### src/hdl/power_mode_clock_controller_defs.vh
`ifndef POWER_MODE_CLOCK_CONTROLLER_DEFS_VH
`define POWER_MODE_CLOCK_CONTROLLER_DEFS_VH
// Register indices on the plain register port
`define REG_SYSTEM_MODE 2'h0
`define REG_POWER_CONTROL_FLAGS 2'h1
// System mode register fields
`define SMR_CLOCK_SELECT 0
`define SMR_IDLE_SELECT 1
`define SMR_FAST_STABLE 2
`define SMR_SLOW_STABLE 3
`define SMR_FAST_WAKE 4
`define SMR_DIV_LSB 5
`define SMR_DIV_MSB 7
`define SMR_RESET 8'h01
// Power control flags register fields
`define PCF_IDLE_CLOCK_KEEP 7
`define PCF_CAUSE_MSB 2
`define PCF_RESET 8'h00
// Divider codes at or below this value pick the subclock
`define DIV_LAST_SUB 3'h1
// Source select codes on sys_src_o
`define SRC_FAST 2'h0
`define SRC_FAST_DIV 2'h1
`define SRC_SUB 2'h2
// Oscillator settling counts, in cycles of the oscillator itself
`define FAST_XTAL_SETTLE 10'h200
`define FAST_RC_SETTLE 10'h010
`define SLOW_XTAL_SETTLE 10'h080
`define SLOW_RC_SETTLE 10'h002
// Subclock cycles for a fast wake-up
`define FAST_WAKE_SUB_TICKS 2'h2
`endif

### src/hdl/osc_ready_timer.v
`default_nettype none
// Counts oscillator cycles after a restart and flags the oscillator stable
module osc_ready_timer (
   // Clock and reset
   input wire sys_clk_i,
   input wire rstn_i,
   // Control
   input wire restart_i,
   input wire tick_i,
   input wire [9:0] target_i,
   // Status
   output reg done_o
);
   reg [9:0] count;

   // Restart dominates so a stopped oscillator can never look ready
   always @(posedge sys_clk_i or negedge rstn_i) begin
      if (!rstn_i) begin
         count <= 10'h000;
         done_o <= 1'b0;
      end else if (restart_i) begin
         count <= 10'h000;
         done_o <= 1'b0;
      end else if (tick_i && !done_o) begin
         count <= count + 10'h001;
         if (count + 10'h001 >= target_i) begin
            done_o <= 1'b1;
         end
      end
   end
endmodule
`default_nettype wire

### src/hdl/power_mode_clock_controller.v
// The register addresses and the address-and-strobe port are this design's own decisions.
`include "power_mode_clock_controller_defs.vh"
// Overview of operation
// - Select bit high picks undivided fast clock
// - Switching to subclock turns fast oscillator off
// - Idle clock keep bit decides idle clock
// - Flag register bits six to three read zero
// - Fast wake only from watchdog sleep, idle-off
// - Crystal fast wake: subclock until 512 cycles
// - RC fast oscillator ignores fast wake, fixed latency
// - Watchdog off: slow oscillator off unless on subclock or in idle-off, no fast wake
// - Mode via select/divider; halt via idle bits
// - On subclock, fast divided outputs stop too
// - Slow switch waits for slow stable flag
// - Deep sleep stops all clocks, halts watchdog
// - Watchdog sleep: watchdog counts on subclock
// - Idle-off keeps time base and subclock
// - Power-down sets flag, clears expiry flag unless an expiry arrives in that cycle
// - Idle-on keeps system clock running
// - Fast flag after 512 or 16 cycles
// - Slow flag after 128 or 2 cycles
`default_nettype none
module power_mode_clock_controller (
   // Clock and reset
   input wire sys_clk_i,
   input wire rstn_i,
   // Register port
   input wire [1:0] addr_i,
   input wire [7:0] wdata_i,
   input wire wr_i,
   input wire rd_i,
   output reg [7:0] rdata_o,
   // CPU events
   input wire halt_i,
   input wire wake_i,
   input wire wdog_clear_insn_i,
   input wire wdog_timeout_i,
   input wire [2:0] reset_cause_set_i,
   // System configuration and oscillator cycle ticks
   input wire wdog_enable_i,
   input wire lvd_enable_i,
   input wire fast_is_crystal_i,
   input wire slow_is_crystal_i,
   input wire fast_tick_i,
   input wire sub_tick_i,
   // Clock controls
   output reg [1:0] sys_src_o,
   output reg [2:0] div_sel_o,
   output reg sys_clk_en_o,
   output reg fast_osc_en_o,
   output reg fast_div_en_o,
   output reg slow_osc_en_o,
   output reg wdog_clk_en_o,
   output reg timebase_clk_en_o,
   // CPU status
   output reg cpu_run_o,
   output reg wdog_clear_o,
   output reg power_down_flag_o,
   output reg wdog_expiry_flag_o,
   output reg [2:0] mode_o
);
   localparam [2:0] ST_RUN = 3'h0;
   localparam [2:0] ST_DEEP_SLEEP = 3'h1;
   localparam [2:0] ST_SLEEP_WDOG = 3'h2;
   localparam [2:0] ST_IDLE_OFF = 3'h3;
   localparam [2:0] ST_IDLE_ON = 3'h4;
   localparam [2:0] ST_WAKE = 3'h5;

   reg [7:0] system_mode_reg;
   reg [7:0] power_control_flags;
   reg [2:0] state;
   reg [2:0] next_state;
   reg temp_sub;
   reg next_temp_sub;
   reg fast_wake_armed;
   reg next_fast_wake_armed;
   reg [1:0] wake_ticks;
   reg [1:0] next_wake_ticks;
   reg enter_pd;
   wire fast_done;
   wire slow_done;

   // True when the divider setting routes the subclock in
   function picks_sub;
      input [7:0] smr;
      begin
         picks_sub = !smr[`SMR_CLOCK_SELECT] && (smr[`SMR_DIV_MSB:`SMR_DIV_LSB] <= `DIV_LAST_SUB);
      end
   endfunction

   wire clock_select_bit = system_mode_reg[`SMR_CLOCK_SELECT];
   wire idle_select = system_mode_reg[`SMR_IDLE_SELECT];
   wire fast_wake_enable = system_mode_reg[`SMR_FAST_WAKE];
   wire [2:0] clock_divider_field = system_mode_reg[`SMR_DIV_MSB:`SMR_DIV_LSB];
   wire idle_clock_keep = power_control_flags[`PCF_IDLE_CLOCK_KEEP];
   wire sub_sel = picks_sub(system_mode_reg);
   wire fast_osc_stable_flag = fast_done;
   wire slow_osc_stable_flag = slow_done;

   // Fast oscillator runs only in awake states and while not on the subclock
   wire fast_run = (state == ST_RUN || state == ST_IDLE_ON || state == ST_WAKE) && !sub_sel;
   // Low-speed side follows the watchdog, except while it is the system clock or
   // idle-off needs the subclock for the time base
   wire slow_run = (state != ST_DEEP_SLEEP) &&
                   (wdog_enable_i || sub_sel || state == ST_IDLE_OFF);
   // Flag of the clock the core currently runs from
   wire src_ready = (temp_sub || sub_sel) ? slow_done : fast_done;
   wire halt_ok = (state == ST_RUN) && halt_i && cpu_run_o;

   // Settle counts follow the oscillator kind actually fitted
   osc_ready_timer u_fast_timer (
      .sys_clk_i(sys_clk_i),
      .rstn_i(rstn_i),
      .restart_i(!fast_run),
      .tick_i(fast_tick_i),
      .target_i(fast_is_crystal_i ? `FAST_XTAL_SETTLE : `FAST_RC_SETTLE),
      .done_o(fast_done)
   );

   osc_ready_timer u_slow_timer (
      .sys_clk_i(sys_clk_i),
      .rstn_i(rstn_i),
      .restart_i(!slow_run),
      .tick_i(sub_tick_i),
      .target_i(slow_is_crystal_i ? `SLOW_XTAL_SETTLE : `SLOW_RC_SETTLE),
      .done_o(slow_done)
   );

   // Mode sequencing on halt and wake
   always @* begin
      next_state = state;
      next_temp_sub = temp_sub;
      next_fast_wake_armed = fast_wake_armed;
      next_wake_ticks = wake_ticks;
      enter_pd = 1'b0;
      case (state)
         ST_RUN: begin
            // Temporary subclock ends once the fast oscillator has settled
            if (temp_sub && fast_done) begin
               next_temp_sub = 1'b0;
            end
            if (halt_ok) begin
               enter_pd = 1'b1;
               if (idle_select && idle_clock_keep) begin
                  next_state = ST_IDLE_ON;
               end else if (idle_select) begin
                  next_state = ST_IDLE_OFF;
               end else if (!wdog_enable_i && !lvd_enable_i) begin
                  next_state = ST_DEEP_SLEEP;
               end else begin
                  next_state = ST_SLEEP_WDOG;
               end
            end
         end
         ST_IDLE_ON: begin
            // Clock never stopped, so the core resumes at once
            if (wake_i) begin
               next_state = ST_RUN;
            end
         end
         ST_DEEP_SLEEP: begin
            // Subclock is stopped here, so fast wake never arms
            if (wake_i) begin
               next_state = ST_WAKE;
               next_fast_wake_armed = 1'b0;
               next_wake_ticks = 2'h0;
            end
         end
         ST_SLEEP_WDOG, ST_IDLE_OFF: begin
            if (wake_i) begin
               next_state = ST_WAKE;
               // Only a crystal fast oscillator with a live subclock benefits
               next_fast_wake_armed = fast_wake_enable && fast_is_crystal_i && !sub_sel &&
                                      slow_done && wdog_enable_i;
               next_wake_ticks = 2'h0;
            end
         end
         ST_WAKE: begin
            if (fast_wake_armed) begin
               if (sub_tick_i) begin
                  next_wake_ticks = wake_ticks + 2'h1;
               end
               if (sub_tick_i && (wake_ticks + 2'h1 >= `FAST_WAKE_SUB_TICKS)) begin
                  next_state = ST_RUN;
                  next_temp_sub = !fast_done;
                  next_fast_wake_armed = 1'b0;
               end
            end else if (src_ready) begin
               next_state = ST_RUN;
            end
         end
         default: begin
            next_state = ST_RUN;
         end
      endcase
   end

   // State registers
   always @(posedge sys_clk_i or negedge rstn_i) begin
      if (!rstn_i) begin
         state <= ST_RUN;
         temp_sub <= 1'b0;
         fast_wake_armed <= 1'b0;
         wake_ticks <= 2'h0;
      end else begin
         state <= next_state;
         temp_sub <= next_temp_sub;
         fast_wake_armed <= next_fast_wake_armed;
         wake_ticks <= next_wake_ticks;
      end
   end

   // Software registers; the reset cause flags let hardware set win over a clear
   always @(posedge sys_clk_i or negedge rstn_i) begin
      if (!rstn_i) begin
         system_mode_reg <= `SMR_RESET;
         power_control_flags <= `PCF_RESET;
      end else begin
         if (wr_i && addr_i == `REG_SYSTEM_MODE) begin
            // Stable flags are owned by the timers and not stored here
            system_mode_reg <= wdata_i & 8'hf3;
         end
         if (wr_i && addr_i == `REG_POWER_CONTROL_FLAGS) begin
            power_control_flags <= {wdata_i[7], 4'h0,
                                    wdata_i[`PCF_CAUSE_MSB:0] | reset_cause_set_i};
         end else begin
            power_control_flags[`PCF_CAUSE_MSB:0] <=
               power_control_flags[`PCF_CAUSE_MSB:0] | reset_cause_set_i;
         end
      end
   end

   // Read data one cycle after the strobe; unmapped indices read zero
   always @(posedge sys_clk_i or negedge rstn_i) begin
      if (!rstn_i) begin
         rdata_o <= 8'h00;
      end else if (rd_i) begin
         case (addr_i)
            `REG_SYSTEM_MODE: begin
               rdata_o <= {clock_divider_field, fast_wake_enable, slow_osc_stable_flag,
                           fast_osc_stable_flag, idle_select, clock_select_bit};
            end
            `REG_POWER_CONTROL_FLAGS: begin
               rdata_o <= {idle_clock_keep, 4'h0,
                           power_control_flags[`PCF_CAUSE_MSB:0]};
            end
            default: begin
               rdata_o <= 8'h00;
            end
         endcase
      end
   end

   // Status flags; an expiry in the same cycle as a halt still counts
   always @(posedge sys_clk_i or negedge rstn_i) begin
      if (!rstn_i) begin
         power_down_flag_o <= 1'b0;
         wdog_expiry_flag_o <= 1'b0;
         wdog_clear_o <= 1'b0;
      end else begin
         wdog_clear_o <= enter_pd && wdog_enable_i;
         if (enter_pd) begin
            power_down_flag_o <= 1'b1;
         end else if (wdog_clear_insn_i) begin
            power_down_flag_o <= 1'b0;
         end
         if (wdog_timeout_i) begin
            wdog_expiry_flag_o <= 1'b1;
         end else if (enter_pd) begin
            wdog_expiry_flag_o <= 1'b0;
         end
      end
   end

   // Registered clock controls
   always @(posedge sys_clk_i or negedge rstn_i) begin
      if (!rstn_i) begin
         sys_src_o <= `SRC_FAST;
         div_sel_o <= 3'h0;
         sys_clk_en_o <= 1'b0;
         fast_osc_en_o <= 1'b1;
         fast_div_en_o <= 1'b0;
         slow_osc_en_o <= 1'b0;
         wdog_clk_en_o <= 1'b0;
         timebase_clk_en_o <= 1'b0;
         cpu_run_o <= 1'b0;
         mode_o <= ST_RUN;
      end else begin
         if (temp_sub || sub_sel) begin
            sys_src_o <= `SRC_SUB;
         end else if (clock_select_bit) begin
            sys_src_o <= `SRC_FAST;
         end else begin
            sys_src_o <= `SRC_FAST_DIV;
         end
         div_sel_o <= clock_divider_field;
         // Gated until settled so no edge comes from an unstable source
         sys_clk_en_o <= ((state == ST_RUN) && src_ready) || (state == ST_IDLE_ON);
         fast_osc_en_o <= fast_run;
         fast_div_en_o <= fast_run && fast_done;
         slow_osc_en_o <= slow_run;
         wdog_clk_en_o <= wdog_enable_i && (state != ST_DEEP_SLEEP);
         timebase_clk_en_o <= (state == ST_RUN) || (state == ST_IDLE_ON) ||
                              (state == ST_IDLE_OFF);
         // Halt or a pending switch both freeze execution
         cpu_run_o <= (next_state == ST_RUN) && (state == ST_RUN || state == ST_WAKE) &&
                      !halt_ok && src_ready;
         mode_o <= state;
      end
   end
endmodule
`default_nettype wire

### config.mk
export PLATFORM = sky130hd
export DESIGN_NAME = power_mode_clock_controller
export DESIGN_NICKNAME = d
export VERILOG_FILES = /design/src/hdl/osc_ready_timer.v /design/src/hdl/power_mode_clock_controller.v
export VERILOG_INCLUDE_DIRS = /design/src /design/src/hdl
export SDC_FILE = /design/constraint.sdc
export NUM_CORES = 1
export LEC_CHECK = 0
export ABC_AREA = 1
export BUFFER_PORTS_ARGS = -buffer_cell sky130_fd_sc_hd__buf_4
export CORE_ASPECT_RATIO = 1.2
export CORE_MARGIN = 3
export CORE_UTILIZATION = 35
export DETAILED_ROUTE_END_ITERATION = 10
export SYNTH_ARGS = -nofsm -noshare
export SYNTH_HDL_FRONTEND = slang
export SYNTH_SLANG_ARGS = --single-unit
### constraint.sdc
create_clock -name sys_clk_i -period 2.9 [get_ports sys_clk_i]
set_clock_uncertainty 0.1 [all_clocks]
set_input_delay 0.58 -clock sys_clk_i [delete_from_list [all_inputs] [get_ports sys_clk_i]]
set_output_delay 0.58 -clock sys_clk_i [all_outputs]
set_load 0.005 [all_outputs]
Yosys cells after proc, flatten, opt, wreduce, memory -nomap -nowiden
Index checks and enable logic that the tools add are counted.
{"block": "word_totals", "reg_bits": 65, "word_cells": 152, "out_inout_bits": 26}
{"block": "op_classes", "n_lt_le_gt_ge": 4, "mux": 46, "eq_ne": 18, "n_reduce_logical": 54, "add_sub_neg": 3, "bitwise_logic": 2}
{"op": "$mux 10", "count": 5}
{"op": "$logic_and 1x1->1", "count": 24}
{"op": "$mux 3", "count": 8}
{"op": "$mux 1", "count": 21}
{"op": "$add 10x1->10 const B", "count": 2}
{"op": "$pmux 8 s2", "count": 1}
{"op": "$mux 2", "count": 6}
{"op": "$ne 2x2->1 const B", "count": 6}
{"op": "$pmux 3 s4", "count": 1}
{"op": "$ge 10x10->1", "count": 1}
{"op": "$ge 10x8->1", "count": 1}
{"op": "$ne 2x1->1 const B", "count": 5}
{"op": "$logic_or 1x1->1", "count": 8}
{"op": "$mux 8", "count": 1}
{"op": "$reduce_and 4->1", "count": 2}
{"op": "$reduce_bool 2->1", "count": 4}
{"op": "$logic_not 1->1", "count": 7}
{"op": "$eq 3x2->1 const B", "count": 2}
{"op": "$eq 3x3->1 const B", "count": 2}
{"op": "$logic_not 3->1", "count": 2}
{"op": "$or 3x3->3", "count": 2}
{"op": "$pmux 2 s2", "count": 1}
{"op": "$reduce_and 2->1", "count": 2}
{"op": "$eq 3x1->1 const B", "count": 1}
{"op": "12 further kinds", "count": 12}

Depth between registers and ports, before layout
{"block": "logic_depth", "word_depth": 11, "depth_mapped": 15, "depth_no_buf": 15}

Cells and area by module
A second synthesis with hierarchy kept.
{"block": "unflattened", "cells_unflattened": 458, "hier_area_um2": 3703.6}
{"module": "power_mode_clock_controller", "instances": 1, "area_each_um2": 1839.3, "cells_per_inst": 201}
{"module": "osc_ready_timer (u_slow_timer)", "instances": 1, "area_each_um2": 942.2, "cells_per_inst": 132}
{"module": "osc_ready_timer (u_fast_timer)", "instances": 1, "area_each_um2": 922.1, "cells_per_inst": 125}

Least setup slack after synthesis
OpenSTA, ideal clock, no wires.
{"block": "synth_path", "path_kind": "reg-to-reg", "start": "register u_fast_timer.count[0]", "end": "register u_fast_timer.done_o", "stages_incl_launch_ff": 16, "period_less_slack_ns": 2.005, "path_slack_ns": 0.895, "required_ns": 2.684, "arrival_time_ns": 1.789, "cell_sequence": "dfrtp_1 -> ha_1 -> nand2_1 -> nor2_1 -> xor2_1 -> ha_1 -> nand2_1 -> a21oi_1 -> nand2_1 -> nand2_1 -> nor2_1 -> nand3_1 -> nand2_1 -> nand2_1 -> nand2_1 -> nand2_1"}
{"block": "synth_between", "elab_chain_cells": 4}
{"item": "start: declaration", "line": "osc_ready_timer.v:14", "source": "reg [9:0] count;"}
{"item": "start signal: assignment", "line": "osc_ready_timer.v:25", "source": "count <= count + 10'h001;"}
{"item": "$add 10x1->10", "line": "osc_ready_timer.v:26", "source": "if (count + 10'h001 >= target_i) begin"}
{"item": "$ge 10x10->1", "line": "osc_ready_timer.v:26"}
{"item": "$ne 2x1->1 (no line)"}
{"item": "$reduce_and 2->1 (no line)"}
{"item": "end signal: assignment", "line": "osc_ready_timer.v:20", "source": "done_o <= 1'b0;"}
{"item": "end signal: assignment", "line": "osc_ready_timer.v:23", "source": "done_o <= 1'b0;"}
{"item": "end signal: assignment", "line": "osc_ready_timer.v:27", "source": "done_o <= 1'b1;"}
{"item": "end: declaration", "line": "osc_ready_timer.v:12", "source": "output reg done_o"}
No other way between the ends.
A chain may end at the register's enable or synchronous reset.

Worst setup path in the final report
Same ends and word-level chain as after synthesis.

==> impl_metrics.toml <==
[critical_path]
max_stage_delay_ns = 0.45
cp_slowest_cell = "dfrtp_1"
cp_common_cell = "nand2_1"
cp-startpoint = "u_fast_timer.count[0]$_DFFE_PN0P_"
crit_required_ns = 3.05
start_kind = "register"
critPathCaptureType = "register"
cp_num_buf_inv = 0
r2r-start = "u_fast_timer.count[0]$_DFFE_PN0P_"
cpLargestDelayFamily = "simple AND/OR/NAND/NOR gates"
worstPathMaxFanout = 6
r2r_slack_ns = 0.64
rr_endpoint = "u_fast_timer.done_o$_DFFE_PN0P_"
cp_cell_sequence = "ha_1 -> nand2_1 -> nor2_1 -> xor2_1 -> ha_1 -> nand2_1 -> a21oi_1 -> nand2_1 -> nand2_1 -> nor2_1 -> nand3_1 -> nand2_1 -> nand2_1 -> nand2_1 -> nand2_1"
cp.arrival_ns = 2.40
r2r_cells = 15
worstSetupPathType = "register to register"

[logic_synthesis]
syn-num-nets = 407
async_flop_share = 1.00
ys_ff_latch = 65
yosysWarningCount = 0
syn_area_per_cell_um2 = 8.53
yosysMostFrequentCell = "nand2_1"
synthCells = 373
synth_top_cells_by_count = "91 x nand2_1, 63 x dfrtp_1, 59 x inv_1"
netlist_area_um2 = 3180
ys_types = 37
synth_top_flop_cell = "dfrtp_1"
synth_edf_count = 0
yosysSeqAreaShare = 0.512
synth_top_area_share = 0.496
yosysTopAreaCell = "dfrtp_1"
yosys-top-cells-area = "dfrtp_1 50%, nand2_1 11%, inv_1 7.0%"

[floorplanning]
num_io_pins = 53
fp.dieArea_um2 = 10300
coreArea_um2 = 8700
start_util = 0.365
fp.dieH_um = 110
rows = 37
die_w_um = 93.0

[detailed_routing]
drtPass1Iterations = 4
drcViolationCount = 0
vias = 2670
drt-vias-per-instance = 4.83
drt.antenna.violating_nets = 0
drt_wl_total_um = 7080
wl_per_cell_um = 12.8
first_iter_violations = 149

[status]
status = "finished, final reports clean"

[layout]
drive_gt1_frac = 0.209
diodes = 0
nNetsFinal = 465
top_regs = "u_fast_timer.count (10), u_slow_timer.count (10), rdata_o (8)"
area_growth_pct = 22.9

[timing]
relSlewSlack = 0.445
finalSetupViolCount = 0
rsz0062_at_grt = "no"
finalHoldViolations = 0
fmax_mhz = 443
period_needed_ns = 2.26
finalSetupTns_ns = 0
post-route-period-util = 0.778
final_max_slew_viol_count = 0
worst_slew_pin_slew_ns = 0.833

[min_path]
worstHoldPathType = "input port to asynchronous set/reset pin"

[power]
total_power_mw = 3.09
p_leak_nw = 1.94
ir_worst_vdd_mv = 0.298
power_density_nw_per_um2 = 790

[global_route]
grt_max_degree = 66
grt_pass1_vias = 2589
grt-ovfl-total = 0
grt_pass1_wl_um = 12000
antenna_found_initial = 0
track_usage = 0.147

[place]
portBuffers = 51
routabilityCongestion = 0.835
post-dp-hpwl_um = 5170

[clock_network]
cts_hold_repair.buffers = 0
htreeDepth = 3
ctsResizeCount = 0
cts_num_sinks = 65
post_cts_buffers = 0
clock_latency_ns = 0.35
root_buffer = "clkbuf_8"
cts_tree = "done"
cts_buffers = 9
cts_buffer_depth = 2
path_clk_slew_ns = 0.07

[flow_run]
cap_violations = 0
metrics by stage:
step	worst slack, ns	hold WS (ns)	cell area (um2)	util	cells
finish	0.642	0.219	3910	0.449	553
global route	0.412	0.280	3910	0.449	553
CTS	0.639	0.251	3910	0.449	553
detailed placement	0.651	0.283	3690	0.424	537
global placement	0.703	0.279	3690	0.424	537
floorplan	0.895	0.184	3180	-	373
cells by family after synthesis:
kind of cell               after synthesis  synth area share
and+or+nand+nor                        174             0.252
buffers and inverters                   67            0.0822
muxes                                    4            0.0142
xor gates and xnor gates                 2           0.00551
DFF                                     65             0.512
adders and majority gates                7            0.0275
AOI/OAI and AO/OA                       54             0.107
worst max path at each step:
stage | depth (start not counted) | slack [ns] | to
detailed placement | 15 | 0.65 | u_fast_timer.done_o$_DFFE_PN0P_
floorplan | 15 | 0.89 | u_fast_timer.done_o$_DFFE_PN0P_
finish | 15 | 0.64 | u_fast_timer.done_o$_DFFE_PN0P_
global route | 15 | 0.41 | u_fast_timer.done_o$_DFFE_PN0P_
CTS | 15 | 0.64 | u_fast_timer.done_o$_DFFE_PN0P_
global placement | 15 | 0.70 | u_fast_timer.done_o$_DFFE_PN0P_
power breakdown:
part           switching (mW)  internal [mW]  total (mW)
combinational           0.584          0.374       0.958
clock                   0.357          0.506       0.863
sequential              0.158           1.11        1.27
worst reg2reg max path: stages, from the launching register on:
cell,delay (ns)
dfrtp_1,0.45
ha_1,0.26
nand2_1,0.10
nor2_1,0.20
xor2_1,0.22
ha_1,0.26
nand2_1,0.06
a21oi_1,0.04
nand2_1,0.06
nand2_1,0.05
nor2_1,0.09
nand3_1,0.07
nand2_1,0.06
nand2_1,0.04
nand2_1,0.05
nand2_1,0.04
per-layer routing:
| layer | global-route usage | part of all wire | vias to the layer above |
|---|---|---|---|
| met2 | 0.233 | 0.48 | 62 |
| met5 | 0 | 0 | - |
| met3 | 0.0429 | 0.048 | 10 |
| met1 | 0.188 | 0.45 | 1269 |
| met4 | 0.0596 | 0.018 | 0 |
| li1 | - | - | 1329 |
placed cells by master (no fill, tap or decap), drive strengths merged:
cell type and count:
nand2 94, dfrtp 63, inv 62, buf 52, nand3 33, nor2 32
o21ai 23, o22ai 13, clkbuf 11, nand4 8, ha 7, a21oi 7
a31oi 6, mux2 4, nand3b 3, clkinv 3, xor2 2, o31ai 2
bufinv 2, dfstp 2, nor3 2, or2 1, o311ai 1, a22o 1
nor4 1, a21o 1
layout make-up:
cell class / count / area, um2
clock buffer: 11 / 141
clock inverter: 5 / 78.8
fill: 904 / 4790
inverter: 62 / 233
multi-input combinational: 241 / 1290
sequential: 65 / 1630
tap: 117 / 146
timing repair buffer: 52 / 390
Power figures use the tool's default switching activity.
